==> config.mk <==
export PLATFORM = sky130hd
export DESIGN_NAME = mlsi_top
export DESIGN_NICKNAME = d
export VERILOG_FILES = /design/src/logic/mlsi_top.v
export VERILOG_INCLUDE_DIRS = /design/src /design/src/logic
export SDC_FILE = /design/constraint.sdc
export NUM_CORES = 1
export LEC_CHECK = 0
export BUFFER_PORTS_ARGS = -buffer_cell sky130_fd_sc_hd__buf_2
export CORE_MARGIN = 5
export CORE_UTILIZATION = 38
export CTS_CLUSTER_DIAMETER = 60
export CTS_CLUSTER_SIZE = 10
export DETAILED_ROUTE_END_ITERATION = 6
export PLACE_DENSITY = 0.93
export SYNTH_ARGS = -nofsm -noshare
export SYNTH_HDL_FRONTEND = slang
export SYNTH_SLANG_ARGS = --single-unit
==> constraint.sdc <==
create_clock -name clk -period 2.6 [get_ports clk]
set_input_delay 0.13 -clock clk [delete_from_list [all_inputs] [get_ports clk]]
set_output_delay 0.13 -clock clk [all_outputs]
set_load 0.02 [all_outputs]
==> src/logic/mlsi_regs.vh <==
// Register offsets, field positions, reset values and tie-off constants for the interconnect.
`ifndef MLSI_REGS_VH
`define MLSI_REGS_VH

// Register byte offsets on the bus.
`define MLSI_OFF_CTRL        4'h0
`define MLSI_OFF_STATUS      4'h4
`define MLSI_OFF_MODE        4'h8
`define MLSI_OFF_CHAN        4'hc

// Control register fields.
`define MLSI_CTRL_TSEL_LSB   0
`define MLSI_CTRL_TSEL_MSB   1
`define MLSI_CTRL_OVA_BIT    2
`define MLSI_CTRL_OCA_BIT    3
`define MLSI_CTRL_RESET      4'h1

// Converter trigger source codes.
`define MLSI_TSEL_TIMER_OC2  2'h0
`define MLSI_TSEL_TRIG_OUT0  2'h1
`define MLSI_TSEL_PWM_RELOAD 2'h2

// Status register fields.
`define MLSI_ST_FAULT_LSB    0
`define MLSI_ST_FAULT_MSB    5
`define MLSI_ST_MODE_BIT     8
`define MLSI_ST_DEBUG_BIT    9
`define MLSI_ST_INTERNAL_BIT 10
`define MLSI_ST_RSVD_BIT     11

// Mode register field and value meaning.
`define MLSI_MODE_BIT        0
`define MLSI_MODE_NORMAL     1'b1
`define MLSI_MODE_SPECIAL    1'b0

// Channel select decode: internal channel n is base plus n.
`define MLSI_CH_INT_BASE     6'h08
`define MLSI_CH_INT_MASK     6'h38
`define MLSI_CH_IDX_TEMP_BG  3'h0
`define MLSI_CH_IDX_PHASE    3'h1
`define MLSI_CH_IDX_DCLINK   3'h3
`define MLSI_CH_IDX_SUPPLY   3'h4
`define MLSI_CH_IDX_RSVD5    3'h5
`define MLSI_CH_IDX_RSVD6    3'h6
`define MLSI_CH_IDX_DVBE     3'h7

// Tie-off values.
`define MLSI_EDGE_SEL_BOTH   2'h3
`define MLSI_ASYNC_EVT_TIE   1'b0
`define MLSI_FLASH_DIV_ERASE 8'h05
`define MLSI_STATUS_SIDE_TIE 1'b1

// AHB constants.
`define MLSI_HTRANS_NONSEQ   2'h2
`define MLSI_HRESP_OKAY      1'b0
`define MLSI_WORD_ZERO       32'h00000000

`endif

==> src/logic/mlsi_top.v <==
// Device-level interconnect around the motor-control loop, with an AHB-Lite control slave.
//
// The implementer's own choices: the AHB-Lite interface to the registers and the register offsets.
`timescale 1ns/1ps
`include "mlsi_regs.vh"

// Overview of operation
// RL1: Converter sequence abort is tied inactive.
// RL2: Trigger unit reload restarts the converter.
// RL3: Global load-ok strobe drives converter load-ok.
// RL4: Converter trigger muxed: timer, trigger out0, reload.
// RL5: Channel field selects internal converter channels.
// RL6: High-voltage inputs 2..0 feed channels 11..9.
// RL7: Trigger unit async reload qualifier tied inactive.
// RL8: PWM 0..3 drive phase gates in order.
// RL9: Fault 4 from overvoltage or overcurrent assign-0.
// RL10: Fault 1 ORs desat1, assigned overcurrent, overvoltage.
// RL11: Fault 0 ORs desat0 and assigned overcurrent.
// RL12: PWM async event 0, edge select 3.
// RL13: Only PWM reload A reaches trigger unit.
// RL14: Debug serial clock from internal reference oscillator.
// RL15: Debug fast clock is the bus clock.
// RL16: Debug erase command drives flash erase-all request.
// RL17: Debug erase forces flash divider to 0x05.
// RL18: Host keeps bus frequency until erase launched.
// RL19: Mode pin captured into mode bit at reset release.
// RL20: Mode one is normal, zero is special.
// RL21: Special mode leaves reset with debug active.
// RL22: Reload and load-ok also reach driver and trigger.
// RL23: Fault 2 tied, 3 undervoltage, 5 external pin.
module mlsi_top (
    input  wire        clk,
    input  wire        rstn,
    // AHB-Lite slave.
    input  wire        hsel,
    input  wire [31:0] haddr,
    input  wire [1:0]  htrans,
    input  wire        hwrite,
    input  wire [2:0]  hsize,
    input  wire [31:0] hwdata,
    input  wire        hready,
    output wire        hreadyout,
    output wire        hresp,
    output wire [31:0] hrdata,
    // Loop events.
    input  wire        pwm_reload_a,
    input  wire        pwm_reload_b,
    input  wire        pwm_reload_c,
    input  wire        trigger_unit_reload,
    input  wire        trigger_unit_output_0,
    input  wire        timer_zero_oc2,
    input  wire        glb_load_ok,
    output wire        trigger_unit_reload_in,
    output wire        trigger_unit_load_ok,
    output wire        async_reload_qualifier,
    output wire        converter_restart,
    output wire        converter_load_ok,
    output wire        converter_seq_abort,
    output wire        converter_trigger,
    output wire        gate_driver_unit_reload,
    output wire        gate_driver_unit_phase_mux_sel,
    // Converter channels.
    input  wire [5:0]  channel_select_field,
    input  wire [2:0]  high_voltage_port_input,
    output wire [11:9] converter_external_channel,
    output wire        sel_temp_bandgap,
    output wire        sel_phase_mux,
    output wire        sel_dc_link,
    output wire        sel_supply_sense,
    output wire        sel_dvbe_temp,
    output wire        sel_reserved,
    // PWM and gate driver.
    input  wire [3:0]  pwm_channel,
    output wire [1:0]  high_side_gate,
    output wire [1:0]  low_side_gate,
    input  wire [1:0]  drv_desaturation,
    input  wire        drv_overcurrent,
    input  wire        drv_overvoltage,
    input  wire        low_side_supply_undervoltage,
    input  wire        external_fault_pin,
    input  wire [1:0]  drv_phase_status,
    output wire        pwm_fault_input_0,
    output wire        pwm_fault_input_1,
    output wire        pwm_fault_input_2,
    output wire        pwm_fault_input_3,
    output wire        pwm_fault_input_4,
    output wire        pwm_fault_input_5,
    output wire [2:0]  pwm_phase_status,
    output wire        pwm_async_event,
    output wire [1:0]  pwm_async_event_edge_sel,
    // Debug and flash.
    input  wire        internal_reference_osc_clock,
    output wire        debug_serial_clock,
    output wire        debug_fast_clock,
    input  wire        debug_erase_flash_cmd,
    input  wire        debug_exit,
    output wire        flash_erase_all_req,
    output wire        flash_clkdiv_force,
    output wire [7:0]  flash_clock_divider_value,
    // Chip mode.
    input  wire        mode_select_input,
    output wire        mode_normal,
    output wire        background_debug_state
);

    reg  [3:0]  ctrl_q;
    reg         mode_q;
    reg         debug_q;
    reg         rstn_q;
    reg  [1:0]  mode_sync_q;
    reg  [1:0]  pwm_fault_input_5_sync_q;
    reg  [2:0]  hv_sync0_q;
    reg  [2:0]  hv_sync1_q;
    reg         wr_pend_q;
    reg  [3:0]  wr_addr_q;
    reg  [31:0] rdata_q;
    reg  [31:0] rdata_d;
    reg         conv_trig_d;
    wire        addr_phase;
    wire        oca;
    wire        ova;
    wire        ch_internal;
    wire [2:0]  ch_idx;
    wire [5:0]  fault_vec;

    // Decodes one internal channel index against the converter's command field.
    function ch_hit;
        input [5:0] field;
        input [2:0] idx;
        begin
            ch_hit = ((field & `MLSI_CH_INT_MASK) == `MLSI_CH_INT_BASE) &&
                     (field[2:0] == idx);
        end
    endfunction

    // Tie-offs that keep unused module inputs in a known inactive state.
    assign converter_seq_abort      = 1'b0;                    // [RL1]
    assign async_reload_qualifier   = 1'b0;                    // [RL7]
    assign pwm_async_event          = `MLSI_ASYNC_EVT_TIE;     // [RL12]
    assign pwm_async_event_edge_sel = `MLSI_EDGE_SEL_BOTH;     // [RL12]
    assign pwm_phase_status = {`MLSI_STATUS_SIDE_TIE, drv_phase_status};

    // Loop events are same-clock pulses and pass straight through to keep loop latency at zero.
    // Reload B and C are deliberately left unread.
    assign trigger_unit_reload_in         = pwm_reload_a;         // [RL13]
    assign converter_restart              = trigger_unit_reload;  // [RL2]
    assign gate_driver_unit_reload        = trigger_unit_reload;  // [RL22]
    assign converter_load_ok              = glb_load_ok;          // [RL3]
    assign trigger_unit_load_ok           = glb_load_ok;          // [RL22]
    assign gate_driver_unit_phase_mux_sel = glb_load_ok;          // [RL22]

    // Converter trigger multiplexer; an unused select code gives no trigger.
    always @* begin
        case (ctrl_q[`MLSI_CTRL_TSEL_MSB:`MLSI_CTRL_TSEL_LSB])
            `MLSI_TSEL_TIMER_OC2:  conv_trig_d = timer_zero_oc2;         // [RL4]
            `MLSI_TSEL_TRIG_OUT0:  conv_trig_d = trigger_unit_output_0;  // [RL4]
            `MLSI_TSEL_PWM_RELOAD: conv_trig_d = pwm_reload_a;           // [RL4]
            default:               conv_trig_d = 1'b0;
        endcase
    end
    assign converter_trigger = conv_trig_d;

    // Internal channel selects from the six-bit command field.
    assign ch_internal      = ((channel_select_field & `MLSI_CH_INT_MASK) == `MLSI_CH_INT_BASE);
    assign ch_idx           = channel_select_field[2:0];
    assign sel_temp_bandgap = ch_hit(channel_select_field, `MLSI_CH_IDX_TEMP_BG);  // [RL5]
    assign sel_phase_mux    = ch_hit(channel_select_field, `MLSI_CH_IDX_PHASE);    // [RL5]
    assign sel_dc_link      = ch_hit(channel_select_field, `MLSI_CH_IDX_DCLINK);   // [RL5]
    assign sel_supply_sense = ch_hit(channel_select_field, `MLSI_CH_IDX_SUPPLY);   // [RL5]
    assign sel_dvbe_temp    = ch_hit(channel_select_field, `MLSI_CH_IDX_DVBE);     // [RL5]
    assign sel_reserved     = ch_hit(channel_select_field, `MLSI_CH_IDX_RSVD5) |
                              ch_hit(channel_select_field, `MLSI_CH_IDX_RSVD6);   // [RL5]

    // High-voltage pins are asynchronous, so they pass two flip-flops first.
    always @(posedge clk) begin
        hv_sync0_q <= high_voltage_port_input;
        hv_sync1_q <= hv_sync0_q;
    end
    assign converter_external_channel = hv_sync1_q;  // [RL6]

    // Gate drive keeps the PWM timing untouched, so no register sits in the path.
    assign high_side_gate = {pwm_channel[2], pwm_channel[0]};  // [RL8]
    assign low_side_gate  = {pwm_channel[3], pwm_channel[1]};  // [RL8]

    // External fault pin synchroniser; only the second stage is read.
    always @(posedge clk) begin
        pwm_fault_input_5_sync_q <= {pwm_fault_input_5_sync_q[0], external_fault_pin};
    end

    // Fault routing; the assign bits move overcurrent and overvoltage between inputs.
    assign oca = ctrl_q[`MLSI_CTRL_OCA_BIT];
    assign ova = ctrl_q[`MLSI_CTRL_OVA_BIT];
    assign pwm_fault_input_0 = drv_desaturation[0] | (drv_overcurrent & oca);  // [RL11]
    assign pwm_fault_input_1 = drv_desaturation[1] | (drv_overcurrent & oca) |
                               (drv_overvoltage & ova);                      // [RL10]
    assign pwm_fault_input_2 = 1'b0;                                           // [RL23]
    assign pwm_fault_input_3 = low_side_supply_undervoltage;                   // [RL23]
    assign pwm_fault_input_4 = (drv_overvoltage & ~ova) |
                               (drv_overcurrent & ~oca);                     // [RL9]
    assign pwm_fault_input_5 = pwm_fault_input_5_sync_q[1];                               // [RL23]
    assign fault_vec = {pwm_fault_input_5, pwm_fault_input_4, pwm_fault_input_3,
                        pwm_fault_input_2, pwm_fault_input_1, pwm_fault_input_0};

    // Debug clocks and flash erase hookup are plain wiring.
    assign debug_serial_clock        = internal_reference_osc_clock;  // [RL14]
    assign debug_fast_clock          = clk;                           // [RL15]
    assign flash_erase_all_req       = debug_erase_flash_cmd;         // [RL16]
    assign flash_clkdiv_force        = debug_erase_flash_cmd;         // [RL17]
    assign flash_clock_divider_value = `MLSI_FLASH_DIV_ERASE;         // [RL17]
    // The divider value is only right while the bus runs at its reset rate.  [RL18]

    // Mode pin synchroniser runs through reset so it already holds the pin level at release.
    always @(posedge clk) begin
        mode_sync_q <= {mode_sync_q[0], mode_select_input};
    end

    // Mode capture at the reset release edge and debug state entry.
    always @(posedge clk) begin
        rstn_q <= rstn;
        if (!rstn) begin
            mode_q  <= `MLSI_MODE_NORMAL;
            debug_q <= 1'b0;
        end else if (!rstn_q) begin
            mode_q  <= mode_sync_q[1];                                   // [RL19]
            debug_q <= (mode_sync_q[1] == `MLSI_MODE_SPECIAL);           // [RL20] [RL21]
        end else begin
            if (wr_pend_q && (wr_addr_q == `MLSI_OFF_MODE) &&
                (mode_q == `MLSI_MODE_SPECIAL) && hwdata[`MLSI_MODE_BIT]) begin
                // Only special to normal is allowed; the way back needs a reset.
                mode_q <= `MLSI_MODE_NORMAL;                             // [RL19]
            end
            if (debug_exit) begin
                debug_q <= 1'b0;
            end
        end
    end
    assign mode_normal            = mode_q;   // [RL20]
    assign background_debug_state = debug_q;  // [RL21]

    // AHB address phase: single word transfers, no wait states.
    assign addr_phase = hsel & hready & (htrans == `MLSI_HTRANS_NONSEQ);
    assign hreadyout  = 1'b1;
    assign hresp      = `MLSI_HRESP_OKAY;

    // Read data is prepared in the address phase so it stands from a flip-flop in the data phase.
    always @* begin
        rdata_d = `MLSI_WORD_ZERO;
        case (haddr[3:0])
            `MLSI_OFF_CTRL: rdata_d[3:0] = ctrl_q;
            `MLSI_OFF_STATUS: begin
                rdata_d[`MLSI_ST_FAULT_MSB:`MLSI_ST_FAULT_LSB] = fault_vec;
                rdata_d[`MLSI_ST_MODE_BIT]     = mode_q;
                rdata_d[`MLSI_ST_DEBUG_BIT]    = debug_q;
                rdata_d[`MLSI_ST_INTERNAL_BIT] = ch_internal;
                rdata_d[`MLSI_ST_RSVD_BIT]     = sel_reserved;
            end
            `MLSI_OFF_MODE: rdata_d[`MLSI_MODE_BIT] = mode_q;
            `MLSI_OFF_CHAN: rdata_d[8:0] = {ch_idx, channel_select_field};
            default:        rdata_d = `MLSI_WORD_ZERO;
        endcase
    end

    // Bus slave state; unmapped writes are dropped and unmapped reads return zero.
    always @(posedge clk) begin
        if (!rstn) begin
            wr_pend_q <= 1'b0;
            wr_addr_q <= 4'h0;
            rdata_q   <= `MLSI_WORD_ZERO;
            ctrl_q    <= `MLSI_CTRL_RESET;  // [RL4]
        end else begin
            wr_pend_q <= addr_phase & hwrite & (haddr[31:4] == 28'h0000000);
            wr_addr_q <= haddr[3:0];
            if (addr_phase && !hwrite) begin
                rdata_q <= (haddr[31:4] == 28'h0000000) ? rdata_d : `MLSI_WORD_ZERO;
            end
            if (wr_pend_q && (wr_addr_q == `MLSI_OFF_CTRL)) begin
                ctrl_q <= hwdata[3:0];
            end
        end
    end
    assign hrdata = rdata_q;

endmodule

# --- Word-level counts from Yosys, hierarchy flattened ---
# Index checks and enable logic that the tools add are counted.
word_totals:
  register_bits: 54
  latchBits: 0
  ram_bits: 0
  rom_bits: 0
  mem_count: 0
classes:
  n_addsub: 0
  n_mul: 0
  div: 0
  order_cmp: 0
  n_eq_ne: 16
  n_shift: 0
  muxes: 12
  bitwise: 17
  n_reduce_logical: 18
ops:
  columns: ["cell", "count"]
  rows:
  - ["$logic_not A28 Y1", 1]
  - ["$eq A3 B3 Y1 const B", 4]
  - ["$eq A4 B4 Y1 const B", 3]
  - ["$logic_and A1 B1 Y1", 12]
  - ["$mux W12", 1]
  - ["$pmux W3 S3", 1]
  - ["$and A1 B1 Y1", 8]
  - ["$logic_not A4 Y1", 2]
  - ["$eq A3 B1 Y1 const B", 2]
  - ["$or A1 B1 Y1", 5]
  - ["$eq A2 B2 Y1 const B", 2]
  - ["$eq A4 B3 Y1 const B", 1]
  - ["$mux W1", 4]
  - ["$not A1 Y1", 4]
  - ["$pmux W1 S4", 1]
  - ["$pmux W2 S2", 1]
  - ["$eq A3 B2 Y1 const B", 1]
  - ["$logic_not A3 Y1", 1]
  - ["$mux W3", 1]
  - ["$pmux W1 S3", 1]
  - ["$eq A2 B1 Y1 const B", 1]
  - ["$logic_not A2 Y1", 1]
  - ["$mux W2", 1]
  - ["$ne A2 B1 Y1 const B", 1]
  - ["other kinds (3)", 3]

# --- Longest topological paths before layout ---
logic_depth:
  ltp_word: 6
  mapped_depth: 6
  depth_no_buf: 4

==> out/results.tsv <==
stage	metric	value	unit
die	die area	6300	sq um
routing	per-cell routed wire length	13.1	um
routing	drc violations	0	
die	Starting Density	39.0	%
outcome	status	complete, no violations	
critical_path	Startpoint Class	register	
routing	Vias	1575	
grt	total grt overflow	0	
synthesis	Synth Flop Type	dfxtp_1	
sta	Max Clock Freq	512	MHz
synthesis	asr flop ratio synth	0	%
sta	final setup vio count	0	
critical_path	CP arrival	2230	ps
placement	Final HPWL DP	3720	um
power	Max rail drop VDD	0.329	mV
sta	RSZ-0062 raised after global routing	false	
critical_path	CP Max Fanout	4	
sta	Final Hold Viols	0	
synthesis	Synth area leader	dfxtp_1	
cts	CTS tree	built	
flow_run	max cap viols	0	
synthesis	Seq/Total Area, Yosys	37.2	%
sta	Worst Max-Slew Pin Slew	634	ps
sta	final worst path period need	1950	ps
grt	global-route wire length before repair	7130	um
final_layout	share of cells above drive strength 1	40.0	%
final_layout	Nets	400	
sta	Final Max Slew Viols	0	
die	placement row count	25	
grt	pin count of the biggest net entering global routing	18	
die	core area	4690	sq um
critical_path	WP data required	2870	ps
cts	clock latency at the later pin of the worst-skew pair	390	ps
synthesis	post-synth cell types	38	
final_layout	n_diodes	0	
routing	initial DRC count	31	
synthesis	syn avg cell area	8.84	sq um
grt	vias in the first global route	1559	
final_layout	Layout Cells excl Fill	349	
power	power per cell area	630	nW/um^2
sta	Worst Clk Skew	8.69	ps
sta	Slew HR	57.7	%
synthesis	top cells by area, synth	dfxtp_1, buf_4, o21ai_2	
final_layout	most common cell after layout, fill and taps aside	buf_2	
sta	period utilization	75.1	%
routing	antenna viol nets, final	0	
sta	setup TNS	0	ps
routing	Via density	4.51	
critical_path	r2r setup slk	650	ps
placement	placed insts	326	
placement	port bufs	93	
synthesis	cell count after synthesis	207	
routing	final WL	4590	um
power	Lkg Pwr	1.15	nW
cts	Post-CTS Resized	0	
critical_path	Critical Path Sink Type	register	
hold_path	Tightest Hold Check Type	in -> reg	
grt	Tot GR Track Use	15.0	%
routing	drt pass-1 iters	4	
synthesis	synthesized flop and latch total	34	
synthesis	synth warn	0	
cts	Worst-path clk slew	60	ps
critical_path	Setup Crit Path Kind	reg -> reg	
die	Die Y	79.4	um
die	Top-Level Pins	188	
placement	GPL Wtd Cong	0.677	
die	Die Wd	79.4	um
synthesis	top-area cell type share of the netlist area	37.2	%
synthesis	number of synthesized flops with an enable pin	0	
final_layout	most frequent cells in the layout	buf_2, conb_1, dfxtp_1	
grt	initial antenna violation count	0	
synthesis	Mapped Area	1830	sq um
final_layout	Layout Area Growth over Synthesis	28.1	%
==> cells by family after synthesis <==
kind of cell	Yosys count	share of synthesized area, %
mux	8	4.45
xor+xnor	1	0.479
buf+inv	68	25.9
simple gates	67	20.7
other cells	2	0.411
compound gates	27	10.9
flops	34	37.2
==> layer usage <==
metal,part of all wire (%),vias up,track usage [%]
li1,-,776,-
met1,36,693,15.0
met2,50,99,25.5
met3,12,7,7.45
met4,1.9,0,7.73
met5,0,-,0
==> power breakdown <==
group          switching (mW)  leakage [nW]  internal [mW]
combinational           0.116         0.772         0.0697
clock                   0.235        0.0969          0.517
sequential            0.00499         0.280          0.535
total                   0.356          1.15           1.12
==> registers in the layout, summed over array words and instances, names as in the netlist <==
name	cells
wr_pend_q	1
mode_sync_q	2
hrdata	12
ctrl_q	4
rstn_q	1
mode_normal	1
pwm_fault_input_5_sync_q	2
background_debug_state	1
hv_sync0_q	3
converter_external_channel	3
wr_addr_q	4
==> Yosys cell counts, drive strengths merged, types with 2 or more instances <==
library cell and instances:
dfxtp 34, o21ai 16, nand3b 2, clkbuf 4, nor4b 4, nand2 22
and4 2, inv 5, nor4 6, buf 59, nand3 5, and3 2
and2 4, mux2i 7, o21a 2, nand2b 2, nor2b 5, nor3 3
a31oi 2, nor2 6, conb 2, nor3b 2
==> through the flow <==
stage	area, sq um	hold WS [ps]	power (mW)	util, %	worst slack, ps
floorplan	1960	158	0.776	-	1040
global placement	2040	234	0.757	43.5	1030
detailed placement	2040	234	0.760	43.5	1030
CTS	2340	4.08	1.50	49.9	642
global route	2340	5.36	1.55	49.9	452
finish	2340	13.0	1.48	49.9	646
==> layout make-up <==
type	count	area (sq um)
multi-input combinational	140	807
tap	54	67.6
timing repair buffer	104	581
inverter	5	18.8
clock buffer	10	129
fill	446	2350
sequential	34	681
clock inverter	2	60.1
==> final timing paths <==
check / startpoint / end / cells after the start
worst min register to register: hv_sync0_q[2] / converter_external_channel[11] / 0
worst max-delay path: wr_addr_q[1] / ctrl_q[0] / 5
worst min-delay path: hwdata[2] / ctrl_q[2] / 3
worst max register to register: wr_addr_q[1] / ctrl_q[0] / 5
==> timing repair <==
| item | CTS | global route |
|---|---|---|
| hold buffers | 12 | 0 |
| buffers inserted | 0 | 0 |
| endpoints found under the hold margin | 11 | 0 |
==> critical path, stage by stage, from the launching register on <==
cell           delay, ps
dfxtp_1              300
nor4b_2              290
nor2b_1              410
mux2i_1              230
nand2_1               60
dlygate4sd3_1        550
(Power assumes the default switching activity.)
